<file path="config.mk">
export PLATFORM = sky130hd
export DESIGN_NAME = dms_sideband
export DESIGN_NICKNAME = d
export VERILOG_FILES = /design/src/core/dms_pkg.sv /design/src/core/dms_timer_if.sv /design/src/core/dms_sideband.sv /design/src/core/dms_interval_timer.sv
export SDC_FILE = /design/constraint.sdc
export NUM_CORES = 1
export LEC_CHECK = 0
export ABC_CLOCK_PERIOD_IN_PS = 4050
export BUFFER_PORTS_ARGS = -buffer_cell sky130_fd_sc_hd__buf_2
export CAP_MARGIN = 20
export CORE_UTILIZATION = 52
export DETAILED_ROUTE_END_ITERATION = 12
export PLACE_DENSITY = 0.74
export SLEW_MARGIN = 20
export SYNTH_ARGS = -nofsm -noshare
export SYNTH_HDL_FRONTEND = slang
export SYNTH_SLANG_ARGS = --single-unit
</file>
<file path="constraint.sdc">
create_clock -name aclk -period 4.05 [get_ports aclk]
set_input_delay 0.405 -clock aclk [delete_from_list [all_inputs] [get_ports aclk]]
set_output_delay 0.405 -clock aclk [all_outputs]
set_load 0.02 [all_outputs]
</file>
<file path="src/core/dms_pkg.sv">
// Constants and types for the DRAM maintenance sideband block.
// Assumes a 32-bit AXI4-Lite register port with 4-byte aligned registers.
package dms_pkg;
    localparam int unsigned ADDR_W = 8;
    localparam int unsigned DATA_W = 32;
    localparam int unsigned RANKS = 4;
    localparam int unsigned TIME_W = 8;

    // Register indices; byte address is four times the index
    localparam logic [5:0] IDX_MR_GO = 6'h2b;
    localparam logic [5:0] IDX_REFRESH_REQ = 6'h2c;
    localparam logic [5:0] IDX_ZQ_LONG = 6'h2d;
    localparam logic [5:0] IDX_ZQ_SHORT = 6'h2e;
    localparam logic [5:0] IDX_SELF_REFRESH = 6'h2f;
    localparam logic [5:0] IDX_DEEP_PD = 6'h30;
    localparam logic [5:0] IDX_MR_PROGRESS = 6'h31;
    localparam logic [5:0] IDX_REF_PROGRESS = 6'h32;
    localparam logic [5:0] IDX_ZQ_PROGRESS = 6'h33;
    localparam logic [5:0] IDX_SR_PROGRESS = 6'h34;
    localparam logic [5:0] IDX_DPD_PROGRESS = 6'h35;
    localparam logic [5:0] IDX_APD_PROGRESS = 6'h36;
    localparam logic [5:0] IDX_TIMING = 6'h3c;

    // Interval fields of the timing register, counted in clock cycles
    localparam int unsigned REF_INTERVAL_LSB = 0;
    localparam int unsigned ZQ_LONG_LSB = 8;
    localparam int unsigned ZQ_SHORT_LSB = 16;
    localparam int unsigned MR_INTERVAL_LSB = 24;
    localparam logic [31:0] TIMING_RESET = 32'h08_40_80_20;

    localparam logic [3:0] RANKS_ALL = 4'hf;
    localparam logic [3:0] RANKS_NONE = 4'h0;
    localparam logic [1:0] RESP_OKAY = 2'h0;
    localparam logic [1:0] RESP_DECERR = 2'h3;

    typedef enum logic [2:0] {
        CMD_REF, CMD_ZQCL, CMD_ZQCS, CMD_MRS, CMD_SRE, CMD_SRX, CMD_DPDE, CMD_DPDX
    } dms_cmd_type;

    typedef enum {
        ST_IDLE, ST_ISSUE, ST_WAIT, ST_SELF_REFRESH, ST_DEEP_PD
    } dms_state_type;
endpackage : dms_pkg

</file>
<file path="src/core/dms_timer_if.sv">
// Link between the sequencer and its interval timer.
// Assumes both ends run on the same clock.
`timescale 1ns/1ns
interface dms_timer_if;
    logic start;
    logic [dms_pkg::TIME_W-1:0] length;
    logic busy;
    modport timer (input start, input length, output busy);
    modport user (output start, output length, input busy);
endinterface : dms_timer_if

</file>
<file path="src/core/dms_sideband.sv">
// Maintenance sideband: request and progress registers over AXI4-Lite,
// and a sequencer that turns requests into DRAM commands for the PHY.
// Assumes the PHY command port and auto power down state share aclk.
//
// Decided for this implementation: the AXI4-Lite slave port.
`timescale 1ns/1ns
module dms_sideband (
    input wire logic aclk,
    input wire logic aresetn,
    input wire logic [dms_pkg::ADDR_W-1:0] s_axi_awaddr,
    input wire logic s_axi_awvalid,
    output logic s_axi_awready,
    input wire logic [31:0] s_axi_wdata,
    input wire logic [3:0] s_axi_wstrb,
    input wire logic s_axi_wvalid,
    output logic s_axi_wready,
    output logic [1:0] s_axi_bresp,
    output logic s_axi_bvalid,
    input wire logic s_axi_bready,
    input wire logic [dms_pkg::ADDR_W-1:0] s_axi_araddr,
    input wire logic s_axi_arvalid,
    output logic s_axi_arready,
    output logic [31:0] s_axi_rdata,
    output logic [1:0] s_axi_rresp,
    output logic s_axi_rvalid,
    input wire logic s_axi_rready,
    output logic phy_cmd_valid,
    output dms_pkg::dms_cmd_type phy_cmd_code,
    output logic [3:0] phy_cmd_rank,
    input wire logic phy_cmd_ready,
    input wire logic auto_pd_state
);
    // Bus and register state
    logic [5:0] aw_idx, next_aw_idx;
    logic aw_full, next_aw_full, w_full, next_w_full;
    logic [31:0] w_data, next_w_data;
    logic [3:0] w_strb, next_w_strb;
    logic next_awready, next_wready, next_bvalid, next_arready, next_rvalid;
    logic [1:0] next_bresp, next_rresp;
    logic [31:0] next_rdata;
    logic mr_go, next_mr_go, zq_long, next_zq_long, zq_short, next_zq_short;
    logic dpd_req, next_dpd_req;
    logic [3:0] ref_req, next_ref_req, sr_req, next_sr_req;
    logic [31:0] timing, next_timing;
    logic wr_fire;
    // Sequencer state
    dms_pkg::dms_state_type state, next_state;
    dms_pkg::dms_cmd_type next_cmd;
    logic next_cmd_valid;
    logic [3:0] next_rank;
    logic mr_busy, next_mr_busy, ref_ack, next_ref_ack, zq_ack, next_zq_ack;
    logic sr_ack, next_sr_ack, dpd_ack, next_dpd_ack, apd_ack;
    logic clr_mr, clr_zq_long, clr_zq_short;
    logic [3:0] clr_ref;

    dms_timer_if tmr ();

    dms_interval_timer u_timer (
        .aclk(aclk),
        .aresetn(aresetn),
        .tmr(tmr.timer)
    );

    function automatic logic is_mapped(input logic [5:0] idx);
        return (idx >= dms_pkg::IDX_MR_GO && idx <= dms_pkg::IDX_APD_PROGRESS)
            || idx == dms_pkg::IDX_TIMING;
    endfunction : is_mapped

    function automatic logic [31:0] merge(input logic [31:0] old_v,
        input logic [31:0] new_v, input logic [3:0] strb);
        logic [31:0] res;
        res = old_v;
        for (int i = 0; i < 4; i++) begin
            if (strb[i]) begin
                res[i*8 +: 8] = new_v[i*8 +: 8];
            end
        end
        return res;
    endfunction : merge

    // Progress bits come only from sequencer state and auto_pd_state, never from writes
    function automatic logic [31:0] read_word(input logic [5:0] idx);
        logic [31:0] v;
        v = '0;
        if (idx == dms_pkg::IDX_MR_GO) begin
            v[0] = mr_go;
        end else if (idx == dms_pkg::IDX_REFRESH_REQ) begin
            v[3:0] = ref_req;
        end else if (idx == dms_pkg::IDX_ZQ_LONG) begin
            v[0] = zq_long;
        end else if (idx == dms_pkg::IDX_ZQ_SHORT) begin
            v[0] = zq_short;
        end else if (idx == dms_pkg::IDX_SELF_REFRESH) begin
            v[3:0] = sr_req;
        end else if (idx == dms_pkg::IDX_DEEP_PD) begin
            v[0] = dpd_req;
        end else if (idx == dms_pkg::IDX_MR_PROGRESS) begin
            v[0] = mr_busy;
        end else if (idx == dms_pkg::IDX_REF_PROGRESS) begin
            v[0] = ref_ack;
        end else if (idx == dms_pkg::IDX_ZQ_PROGRESS) begin
            v[0] = zq_ack;
        end else if (idx == dms_pkg::IDX_SR_PROGRESS) begin
            v[0] = sr_ack;
        end else if (idx == dms_pkg::IDX_DPD_PROGRESS) begin
            v[0] = dpd_ack;
        end else if (idx == dms_pkg::IDX_APD_PROGRESS) begin
            v[0] = apd_ack;
        end else if (idx == dms_pkg::IDX_TIMING) begin
            v = timing;
        end
        return v;
    endfunction : read_word

    assign wr_fire = aw_full && w_full && !s_axi_bvalid;

    // Bus slave and request registers; a software write lands after the
    // hardware clear so a set in the clearing cycle is never lost
    always_comb begin
        next_aw_idx = aw_idx;
        next_aw_full = aw_full;
        next_w_full = w_full;
        next_w_data = w_data;
        next_w_strb = w_strb;
        next_awready = s_axi_awready;
        next_wready = s_axi_wready;
        next_bvalid = s_axi_bvalid;
        next_bresp = s_axi_bresp;
        next_arready = s_axi_arready;
        next_rvalid = s_axi_rvalid;
        next_rresp = s_axi_rresp;
        next_rdata = s_axi_rdata;
        next_mr_go = clr_mr ? 1'b0 : mr_go;
        next_zq_long = clr_zq_long ? 1'b0 : zq_long;
        next_zq_short = clr_zq_short ? 1'b0 : zq_short;
        next_ref_req = ref_req & ~clr_ref;
        next_sr_req = sr_req;
        next_dpd_req = dpd_req;
        next_timing = timing;
        if (s_axi_awvalid && s_axi_awready) begin
            next_aw_idx = s_axi_awaddr[7:2];
            next_aw_full = 1'b1;
            next_awready = 1'b0;
        end
        if (s_axi_wvalid && s_axi_wready) begin
            next_w_data = s_axi_wdata;
            next_w_strb = s_axi_wstrb;
            next_w_full = 1'b1;
            next_wready = 1'b0;
        end
        if (wr_fire) begin
            next_aw_full = 1'b0;
            next_w_full = 1'b0;
            next_bvalid = 1'b1;
            next_bresp = is_mapped(aw_idx) ? dms_pkg::RESP_OKAY : dms_pkg::RESP_DECERR;
            if (!w_strb[0]) begin
                // Byte lane 0 holds every request bit
            end else if (aw_idx == dms_pkg::IDX_MR_GO) begin
                next_mr_go = w_data[0];
            end else if (aw_idx == dms_pkg::IDX_REFRESH_REQ) begin
                next_ref_req = w_data[3:0];
            end else if (aw_idx == dms_pkg::IDX_ZQ_LONG) begin
                next_zq_long = w_data[0];
            end else if (aw_idx == dms_pkg::IDX_ZQ_SHORT) begin
                next_zq_short = w_data[0];
            end else if (aw_idx == dms_pkg::IDX_SELF_REFRESH) begin
                next_sr_req = w_data[3:0];
            end else if (aw_idx == dms_pkg::IDX_DEEP_PD) begin
                next_dpd_req = w_data[0];
            end
            // Progress indices fall through untouched
            if (aw_idx == dms_pkg::IDX_TIMING) begin
                next_timing = merge(timing, w_data, w_strb);
            end
        end
        if (s_axi_bvalid && s_axi_bready) begin
            next_bvalid = 1'b0;
            next_awready = 1'b1;
            next_wready = 1'b1;
        end
        if (s_axi_arvalid && s_axi_arready) begin
            next_rdata = read_word(s_axi_araddr[7:2]);
            next_rresp = is_mapped(s_axi_araddr[7:2]) ? dms_pkg::RESP_OKAY
                : dms_pkg::RESP_DECERR;
            next_rvalid = 1'b1;
            next_arready = 1'b0;
        end
        if (s_axi_rvalid && s_axi_rready) begin
            next_rvalid = 1'b0;
            next_arready = 1'b1;
        end
    end

    always_ff @(posedge aclk) begin
        if (!aresetn) begin
            aw_idx <= '0;
            aw_full <= 1'b0;
            w_full <= 1'b0;
            w_data <= '0;
            w_strb <= '0;
            s_axi_awready <= 1'b1;
            s_axi_wready <= 1'b1;
            s_axi_bvalid <= 1'b0;
            s_axi_bresp <= dms_pkg::RESP_OKAY;
            s_axi_arready <= 1'b1;
            s_axi_rvalid <= 1'b0;
            s_axi_rresp <= dms_pkg::RESP_OKAY;
            s_axi_rdata <= '0;
            mr_go <= 1'b0;
            zq_long <= 1'b0;
            zq_short <= 1'b0;
            ref_req <= dms_pkg::RANKS_NONE;
            sr_req <= dms_pkg::RANKS_NONE;
            dpd_req <= 1'b0;
            timing <= dms_pkg::TIMING_RESET;
        end else begin
            aw_idx <= next_aw_idx;
            aw_full <= next_aw_full;
            w_full <= next_w_full;
            w_data <= next_w_data;
            w_strb <= next_w_strb;
            s_axi_awready <= next_awready;
            s_axi_wready <= next_wready;
            s_axi_bvalid <= next_bvalid;
            s_axi_bresp <= next_bresp;
            s_axi_arready <= next_arready;
            s_axi_rvalid <= next_rvalid;
            s_axi_rresp <= next_rresp;
            s_axi_rdata <= next_rdata;
            mr_go <= next_mr_go;
            zq_long <= next_zq_long;
            zq_short <= next_zq_short;
            ref_req <= next_ref_req;
            sr_req <= next_sr_req;
            dpd_req <= next_dpd_req;
            timing <= next_timing;
        end
    end

    // Sequencer; a mixed self-refresh field neither enters nor leaves
    always_comb begin
        next_state = state;
        next_cmd = phy_cmd_code;
        next_cmd_valid = phy_cmd_valid;
        next_rank = phy_cmd_rank;
        next_mr_busy = mr_busy;
        next_ref_ack = ref_ack;
        next_zq_ack = zq_ack;
        next_sr_ack = sr_ack;
        next_dpd_ack = dpd_ack;
        clr_mr = 1'b0;
        clr_zq_long = 1'b0;
        clr_zq_short = 1'b0;
        clr_ref = dms_pkg::RANKS_NONE;
        tmr.start = 1'b0;
        tmr.length = timing[dms_pkg::REF_INTERVAL_LSB +: dms_pkg::TIME_W];
        case (state)
            dms_pkg::ST_IDLE: begin
                next_rank = dms_pkg::RANKS_ALL;
                next_state = dms_pkg::ST_ISSUE;
                next_cmd_valid = 1'b1;
                if (sr_req == dms_pkg::RANKS_ALL) begin
                    next_cmd = dms_pkg::CMD_SRE;
                end else if (dpd_req) begin
                    next_cmd = dms_pkg::CMD_DPDE;
                end else if (mr_go) begin
                    next_cmd = dms_pkg::CMD_MRS;
                    next_mr_busy = 1'b1;
                end else if (zq_long) begin
                    next_cmd = dms_pkg::CMD_ZQCL;
                end else if (zq_short) begin
                    next_cmd = dms_pkg::CMD_ZQCS;
                end else if (ref_req != dms_pkg::RANKS_NONE) begin
                    next_cmd = dms_pkg::CMD_REF;
                    next_rank = ref_req & (~ref_req + 4'h1);
                end else begin
                    next_state = dms_pkg::ST_IDLE;
                    next_cmd_valid = 1'b0;
                end
            end
            dms_pkg::ST_ISSUE: begin
                if (phy_cmd_ready) begin
                    next_cmd_valid = 1'b0;
                    next_state = dms_pkg::ST_WAIT;
                    case (phy_cmd_code)
                        dms_pkg::CMD_SRE: begin
                            next_sr_ack = 1'b1;
                            next_state = dms_pkg::ST_SELF_REFRESH;
                        end
                        dms_pkg::CMD_SRX: begin
                            next_sr_ack = 1'b0;
                            next_state = dms_pkg::ST_IDLE;
                        end
                        dms_pkg::CMD_DPDE: begin
                            next_dpd_ack = 1'b1;
                            next_state = dms_pkg::ST_DEEP_PD;
                        end
                        dms_pkg::CMD_DPDX: begin
                            next_dpd_ack = 1'b0;
                            next_state = dms_pkg::ST_IDLE;
                        end
                        dms_pkg::CMD_REF: begin
                            next_ref_ack = 1'b1;
                            tmr.start = 1'b1;
                        end
                        dms_pkg::CMD_ZQCL: begin
                            next_zq_ack = 1'b1;
                            tmr.start = 1'b1;
                            tmr.length = timing[dms_pkg::ZQ_LONG_LSB +: dms_pkg::TIME_W];
                        end
                        dms_pkg::CMD_ZQCS: begin
                            next_zq_ack = 1'b1;
                            tmr.start = 1'b1;
                            tmr.length = timing[dms_pkg::ZQ_SHORT_LSB +: dms_pkg::TIME_W];
                        end
                        default: begin
                            tmr.start = 1'b1;
                            tmr.length = timing[dms_pkg::MR_INTERVAL_LSB +: dms_pkg::TIME_W];
                        end
                    endcase
                end
            end
            dms_pkg::ST_WAIT: begin
                // Timer busy is already high on the first cycle here
                if (!tmr.busy) begin
                    next_state = dms_pkg::ST_IDLE;
                    next_ref_ack = 1'b0;
                    next_zq_ack = 1'b0;
                    next_mr_busy = 1'b0;
                    clr_mr = (phy_cmd_code == dms_pkg::CMD_MRS);
                    clr_zq_long = (phy_cmd_code == dms_pkg::CMD_ZQCL);
                    clr_zq_short = (phy_cmd_code == dms_pkg::CMD_ZQCS);
                    if (phy_cmd_code == dms_pkg::CMD_REF) begin
                        clr_ref = phy_cmd_rank;
                    end
                end
            end
            dms_pkg::ST_SELF_REFRESH: begin
                if (sr_req == dms_pkg::RANKS_NONE) begin
                    next_cmd = dms_pkg::CMD_SRX;
                    next_cmd_valid = 1'b1;
                    next_state = dms_pkg::ST_ISSUE;
                end
            end
            default: begin
                if (!dpd_req) begin
                    next_cmd = dms_pkg::CMD_DPDX;
                    next_cmd_valid = 1'b1;
                    next_state = dms_pkg::ST_ISSUE;
                end
            end
        endcase
    end

    always_ff @(posedge aclk) begin
        if (!aresetn) begin
            state <= dms_pkg::ST_IDLE;
            phy_cmd_code <= dms_pkg::CMD_REF;
            phy_cmd_valid <= 1'b0;
            phy_cmd_rank <= dms_pkg::RANKS_NONE;
            mr_busy <= 1'b0;
            ref_ack <= 1'b0;
            zq_ack <= 1'b0;
            sr_ack <= 1'b0;
            dpd_ack <= 1'b0;
            apd_ack <= 1'b0;
        end else begin
            state <= next_state;
            phy_cmd_code <= next_cmd;
            phy_cmd_valid <= next_cmd_valid;
            phy_cmd_rank <= next_rank;
            mr_busy <= next_mr_busy;
            ref_ack <= next_ref_ack;
            zq_ack <= next_zq_ack;
            sr_ack <= next_sr_ack;
            dpd_ack <= next_dpd_ack;
            apd_ack <= auto_pd_state;
        end
    end
endmodule : dms_sideband

</file>
<file path="src/core/dms_interval_timer.sv">
// Countdown timer that holds busy for a programmed number of cycles.
// Assumes start is a one-cycle pulse from logic on the same clock.
`timescale 1ns/1ns
module dms_interval_timer (
    input wire logic aclk,
    input wire logic aresetn,
    dms_timer_if.timer tmr
);
    logic [dms_pkg::TIME_W-1:0] count;
    logic [dms_pkg::TIME_W-1:0] next_count;
    logic next_busy;

    // Zero length still gives one busy cycle so the sequencer never hangs
    always_comb begin
        next_count = count;
        if (tmr.start) begin
            next_count = (tmr.length == '0) ? dms_pkg::TIME_W'(1) : tmr.length;
        end else if (count != '0) begin
            next_count = count - dms_pkg::TIME_W'(1);
        end
        next_busy = (next_count != '0);
    end

    always_ff @(posedge aclk) begin
        if (!aresetn) begin
            count <= '0;
            tmr.busy <= 1'b0;
        end else begin
            count <= next_count;
            tmr.busy <= next_busy;
        end
    end
endmodule : dms_interval_timer

</file>
Word level (Yosys, flattened, before mapping)
Index checks and enable logic that the tools add are counted.
{"block": "word_totals", "inputBits": 61, "reg_bits": 184, "output_inout_bits": 49, "elab_cells": 276}
{"block": "classes", "n_reduce_logical": 45, "bitwise_logic": 12, "addsub": 2, "n_lt_le_gt_ge": 4, "muxes": 135, "eq_ne": 43}
{"operator": "$mux W32", "n": 18}
{"operator": "$mux W31", "n": 16}
{"operator": "$pmux W32 S4", "n": 1}
{"operator": "$eq A6 B6 Y1 const B", "n": 20}
{"operator": "$eq A32 B2 Y1 const B", "n": 2}
{"operator": "$mux W4", "n": 15}
{"operator": "$mux W1", "n": 59}
{"operator": "$mux W28", "n": 2}
{"operator": "$mux W8", "n": 5}
{"operator": "$eq A32 B1 Y1 const B", "n": 1}
{"operator": "$logic_not A32 Y1", "n": 1}
{"operator": "$mux W3", "n": 8}
{"operator": "$pmux W8 S3", "n": 1}
{"operator": "$reduce_and A4 Y1", "n": 5}
{"operator": "$pmux W3 S3", "n": 2}
{"operator": "$reduce_and A3 Y1", "n": 6}
{"operator": "$ne A2 B2 Y1 const B", "n": 8}
{"operator": "$reduce_bool A8 Y1", "n": 2}
{"operator": "$eq A3 B3 Y1 const B", "n": 4}
{"operator": "$ge A6 B6 Y1 const B", "n": 2}
{"operator": "$le A6 B6 Y1 const B", "n": 2}
{"operator": "$reduce_or A2 Y1", "n": 6}
{"operator": "$pmux W1 S2", "n": 5}
{"operator": "$logic_and A1 B1 Y1", "n": 9}
{"operator": "other kinds (26)", "n": 41}

Depth between registers and ports, before layout
{"block": "logic_depth", "word_depth": 33, "depth_mapped": 9, "depth_no_buf": 8}

Cells and area by module
From an unflattened synthesis, not the netlist that was laid out.
{"block": "hier_totals", "hier_cells": 837, "area_unflattened_um2": 6767.7}
{"mod": "dms_sideband", "seq_area_each_um2": 2882.8, "cells_each": 759, "area_each_um2": 6172.2, "instances": 1}
{"mod": "dms_interval_timer", "seq_area_each_um2": 180.2, "cells_each": 78, "area_each_um2": 595.6, "instances": 1}

Worst setup path before layout
Ideal clock, no wire load.
{"block": "synth_timing", "kind": "register to register", "from": "register u_timer.count[3] in the netlist's numbering", "to": "register u_timer.tmr.busy", "synth_period_minus_slack_ns": 2.026, "required_time_ns": 3.928, "path_buffers": 0, "stages_incl_launch_ff": 8, "setup_ns": 0.122, "arrival_ns": 1.904, "path_slack_ns": 2.024, "path_cell_list": "dfxtp_1 -> nor4_4 -> nand4_1 -> mux2i_1 -> mux2_4 -> or3_1 -> o41ai_2 -> nand2b_1"}
{"block": "synth_via", "elab_chain_len": 4, "word_cells_on_any_way": 5, "classes_between": "add/sub (1); mux (2); reduce/logical (2)"}
{"element": "start, declared", "line_no": "dms_interval_timer.sv:9", "text": "logic [dms_pkg::TIME_W-1:0] count;"}
{"element": "start signal, assigned", "line_no": "dms_interval_timer.sv:29", "text": "count <= next_count;"}
{"element": "$sub A8 B1 Y8 / $reduce_bool A8 Y1 (equally long branches)", "line_no": "dms_interval_timer.sv:19, dms_interval_timer.sv:18"}
{"element": "$mux W8 (*)", "line_no": "dms_interval_timer.sv:18", "text": "end else if (count != '0) begin"}
{"element": "$mux W8 (*)", "line_no": "dms_interval_timer.sv:16", "text": "if (tmr.start) begin"}
{"element": "$reduce_bool A8 Y1 (*)", "line_no": "dms_interval_timer.sv:21", "text": "next_busy = (next_count != '0);"}
{"element": "end signal, assigned", "line_no": "dms_interval_timer.sv:30", "text": "tmr.busy <= next_busy;"}
{"element": "end, declared", "line_no": "dms_timer_if.sv:8", "text": "modport timer (input start, input length, output busy);"}
Every way passes the cells marked *; elsewhere a longest branch is shown, timed or not.
A chain may end at the register's enable or synchronous reset.

Final worst setup path
{"block": "layout_timing", "from": "register phy_cmd_code[1]", "to": "register u_timer.tmr.busy"}
{"block": "layout_via", "elab_chain_len": 9, "word_cells_on_any_way": 19, "classes_between": "eq/ne (6); mux (8); reduce/logical (5)"}
{"element": "start, declared", "line_no": "dms_sideband.sv:28", "text": "output dms_pkg::dms_cmd_type phy_cmd_code,"}
{"element": "start signal, assigned", "line_no": "dms_sideband.sv:358", "text": "phy_cmd_code <= dms_pkg::CMD_REF;"}
{"element": "start signal, assigned", "line_no": "dms_sideband.sv:369", "text": "phy_cmd_code <= next_cmd;"}
{"element": "$eq A3 B3 Y1 / $logic_not A3 Y1 (equally long branches)", "line_no": "dms_sideband.sv:285", "text": "case (phy_cmd_code)"}
{"element": "$reduce_or A5 Y1 (no line)"}
{"element": "$pmux W8 S3", "line_no": "dms_sideband.sv:285"}
{"element": "$mux W8", "line_no": "dms_sideband.sv:282", "text": "if (phy_cmd_ready) begin"}
{"element": "$mux W8", "line_no": "dms_sideband.sv:257", "text": "case (state)"}
{"element": "$logic_not A8 Y1", "line_no": "dms_interval_timer.sv:17", "text": "next_count = (tmr.length == '0) ? dms_pkg::TIME_W'(1) : tmr.length;"}
{"element": "$mux W8", "line_no": "dms_interval_timer.sv:17"}
{"element": "$mux W8 (*)", "line_no": "dms_interval_timer.sv:16"}
{"element": "$reduce_bool A8 Y1 (*)", "line_no": "dms_interval_timer.sv:21"}
Marked as above.

==> results.cfg <==
[critical_path]
path_buf_inv = 0
cp_max_fo = 18
cpMaxStageDelayCell = dfxtp_1
slowest_delay_ns = 0.85
path_class = reg -> reg
path_delay_family = simple AND/OR/NAND/NOR gates
worstPathArrival_ns = 2.81
cp-end-kind = flop
cp-start-kind = flop
worstPathRequired_ns = 4.36
path_cells = nand3b_1 > nor2_1 > nor3_1 > mux2_4 > or3_1 > o41ai_2 > nand2b_1

[global_route]
grt_overflow = 0
grt_pass1_wl_mm = 27.1
grt_pass1_vias = 5437
grt_max_degree = 80
grt_usage = 0.246
antenna_found_initial = 0

[routing]
drt-initial-drc-count = 528
drt_wl_total_mm = 16.8
drc = 0
drtAntennaViolNets = 0
avgRoutedWirePerCell_microns = 15.5
viasPerCell = 5.58
first_pass_iters = 7
via_count = 6047

[final_layout]
syn2layout_area_growth_pct = 15.8
mostFrequentLayoutCells = 178 x nand2_1, 153 x dfxtp_1, 104 x buf_2, 102 x a21boi_0, 73 x nand3_1
nFillCells = 1136
layout_commonest_cell = nand2_1
register_area_sq_um = 3060
antenna_cells = 0
multi_input_area_sq_um = 3550
nets = 961
final_area_sq_um = 8020
layout-drive-gt1-share = 0.179

[timing]
relSlewSlack = 0.331
rsz0062_at_grt = no
worst_pin_slew_ns = 1.00
hold_viol_final = 0
fmax_ghz = 0.399
slew_viol_final = 0
setup_viol = 0
skew_ns = 0.00726
min_period_ns = 2.50
finalCritPeriodShare = 0.618
finalSetupTns_ns = 0

[clocking]
ctsResizeCount = 0
clockRootBuffer = clkbuf_16
cts_setup_buffers = 0
clk_pin_slew_ns = 0.06
cts_tree = yes
postCtsHoldBufs = 0
clk_latency_ns = 0.43
cts_made_buffers = 17
htree_levels = 4
cts.sinks = 153
cts.path.max_buffers = 2

[placement]
numPortBuffers = 105
dp_hpwl_mm = 11.5
gp_congestion = 0.881
place_area_sq_um = 7440

[floorplanning]
fp.dieW_microns = 117
rows = 41
io_pins = 110
die_area_sq_um = 13800
core_sq_um = 12800
fp.dieH_microns = 117
initial_core_util = 0.542

[flow_run]
cap_violations = 0

[worst_hold_path]
hold_path.class = in -> reg

[yosys]
mappedNetlistNets = 893
syn-cell-area_sq_um = 6920
seq_area_frac_synth = 0.443
ys_ff_latch = 153
synth.distinct_cells = 70
postSynth.asyncResetShare = 0
synth-edff-count = 0
avgSynthCellArea_sq_um = 8.34
synthFlopType = dfxtp_1
yosys_warnings = 0
syn_inst = 830

[pwr]
powerDensity_nw_per_um2 = 465
p_leak_uw = 0.00308
peakVddDrop_uv = 285

[run_status]
status = completed
## flip-flops by register name, summed over array words and instances (netlist names), 3 cells and up
register and cells:
timing 32, phy_cmd_code 3, state 3, w_strb 4
phy_cmd_rank 4, sr_req 4, s_axi_rdata 32, ref_req 4
aw_idx 6, u_timer.count 8, w_data 32
## metal layers
layer  vias up  wire, microns  global-route usage
met5         -              0                   0
met1      2790           7940               0.342
li1       3033              -                   -
met2       196           7420               0.367
met3        28           1090              0.0613
met4         0            322              0.0877
## layout make-up
class / instances / share of cell area
multi-input cells: 602 / 0.442
clock inverters: 11 / 0.0140
repair buffers: 110 / 0.0706
clock buffers: 21 / 0.0574
inverters: 14 / 0.00656
well taps: 172 / 0.0268
flip-flops and latches: 153 / 0.382
## synthesized netlist by cell type, types with 12 or more instances
cell type,n,share of area
nor2_1,27,0.015
a21boi_0,102,0.11
nor2b_1,15,0.014
nor3_1,12,0.0087
and2_1,16,0.014
nand2_1,180,0.098
clkbuf_1,42,0.023
o21ai_0,31,0.022
mux2i_1,17,0.025
dfxtp_1,153,0.44
a21oi_1,18,0.013
inv_1,14,0.0076
nand3_1,73,0.053
## final timing paths
| path | start | to | slack, ns | cells after the start |
|---|---|---|---|---|
| setup / recovery | phy_cmd_code[1] | u_timer.tmr.busy | 1.55 | 7 |
| hold / removal | auto_pd_state | apd_ack | 0.18 | 2 |
| setup reg to reg | phy_cmd_code[1] | u_timer.tmr.busy | 1.55 | 7 |
| hold reg to reg | s_axi_rdata[18] | s_axi_rdata[18] | 0.45 | 2 |
## power by group
part	internal [uW]	switching, uW	total [uW]
Clock	888	648	1540
Combinational	248	294	542
Sequential	1580	68.9	1650
Total	2720	1010	3730
## per-stage QoR
step / total power [uW] / worst slack, ns / hold slack, ns / util / std cells
final: 3730 / 1.55 / 0.184 / 0.627 / 1083
after global routing: 3880 / 1.38 / 0.183 / 0.627 / 1083
after floorplan: 2080 / 2.02 / 0.440 / - / 830
after detailed placement: 2210 / 1.61 / 0.444 / 0.582 / 1051
after CTS: 3740 / 1.59 / 0.176 / 0.627 / 1083
after global placement: 2200 / 1.64 / 0.442 / 0.582 / 1051
## cell families (layout without fill, tap and decap cells)
| group | after synthesis | in the layout | share of synthesized area |
|---|---|---|---|
| and+or+nand+nor | 361 | 361 | 0.247 |
| muxes | 22 | 22 | 0.0354 |
| DFF | 153 | 153 | 0.443 |
| AOI/OAI and AO/OA | 212 | 212 | 0.219 |
| xor gates and xnor gates | 5 | 5 | 0.00633 |
| adders and majority gates | 2 | 2 | 0.00361 |
| buffers and inverters | 75 | 156 | 0.0461 |
Note: power is estimated with default switching activity, not from simulation.
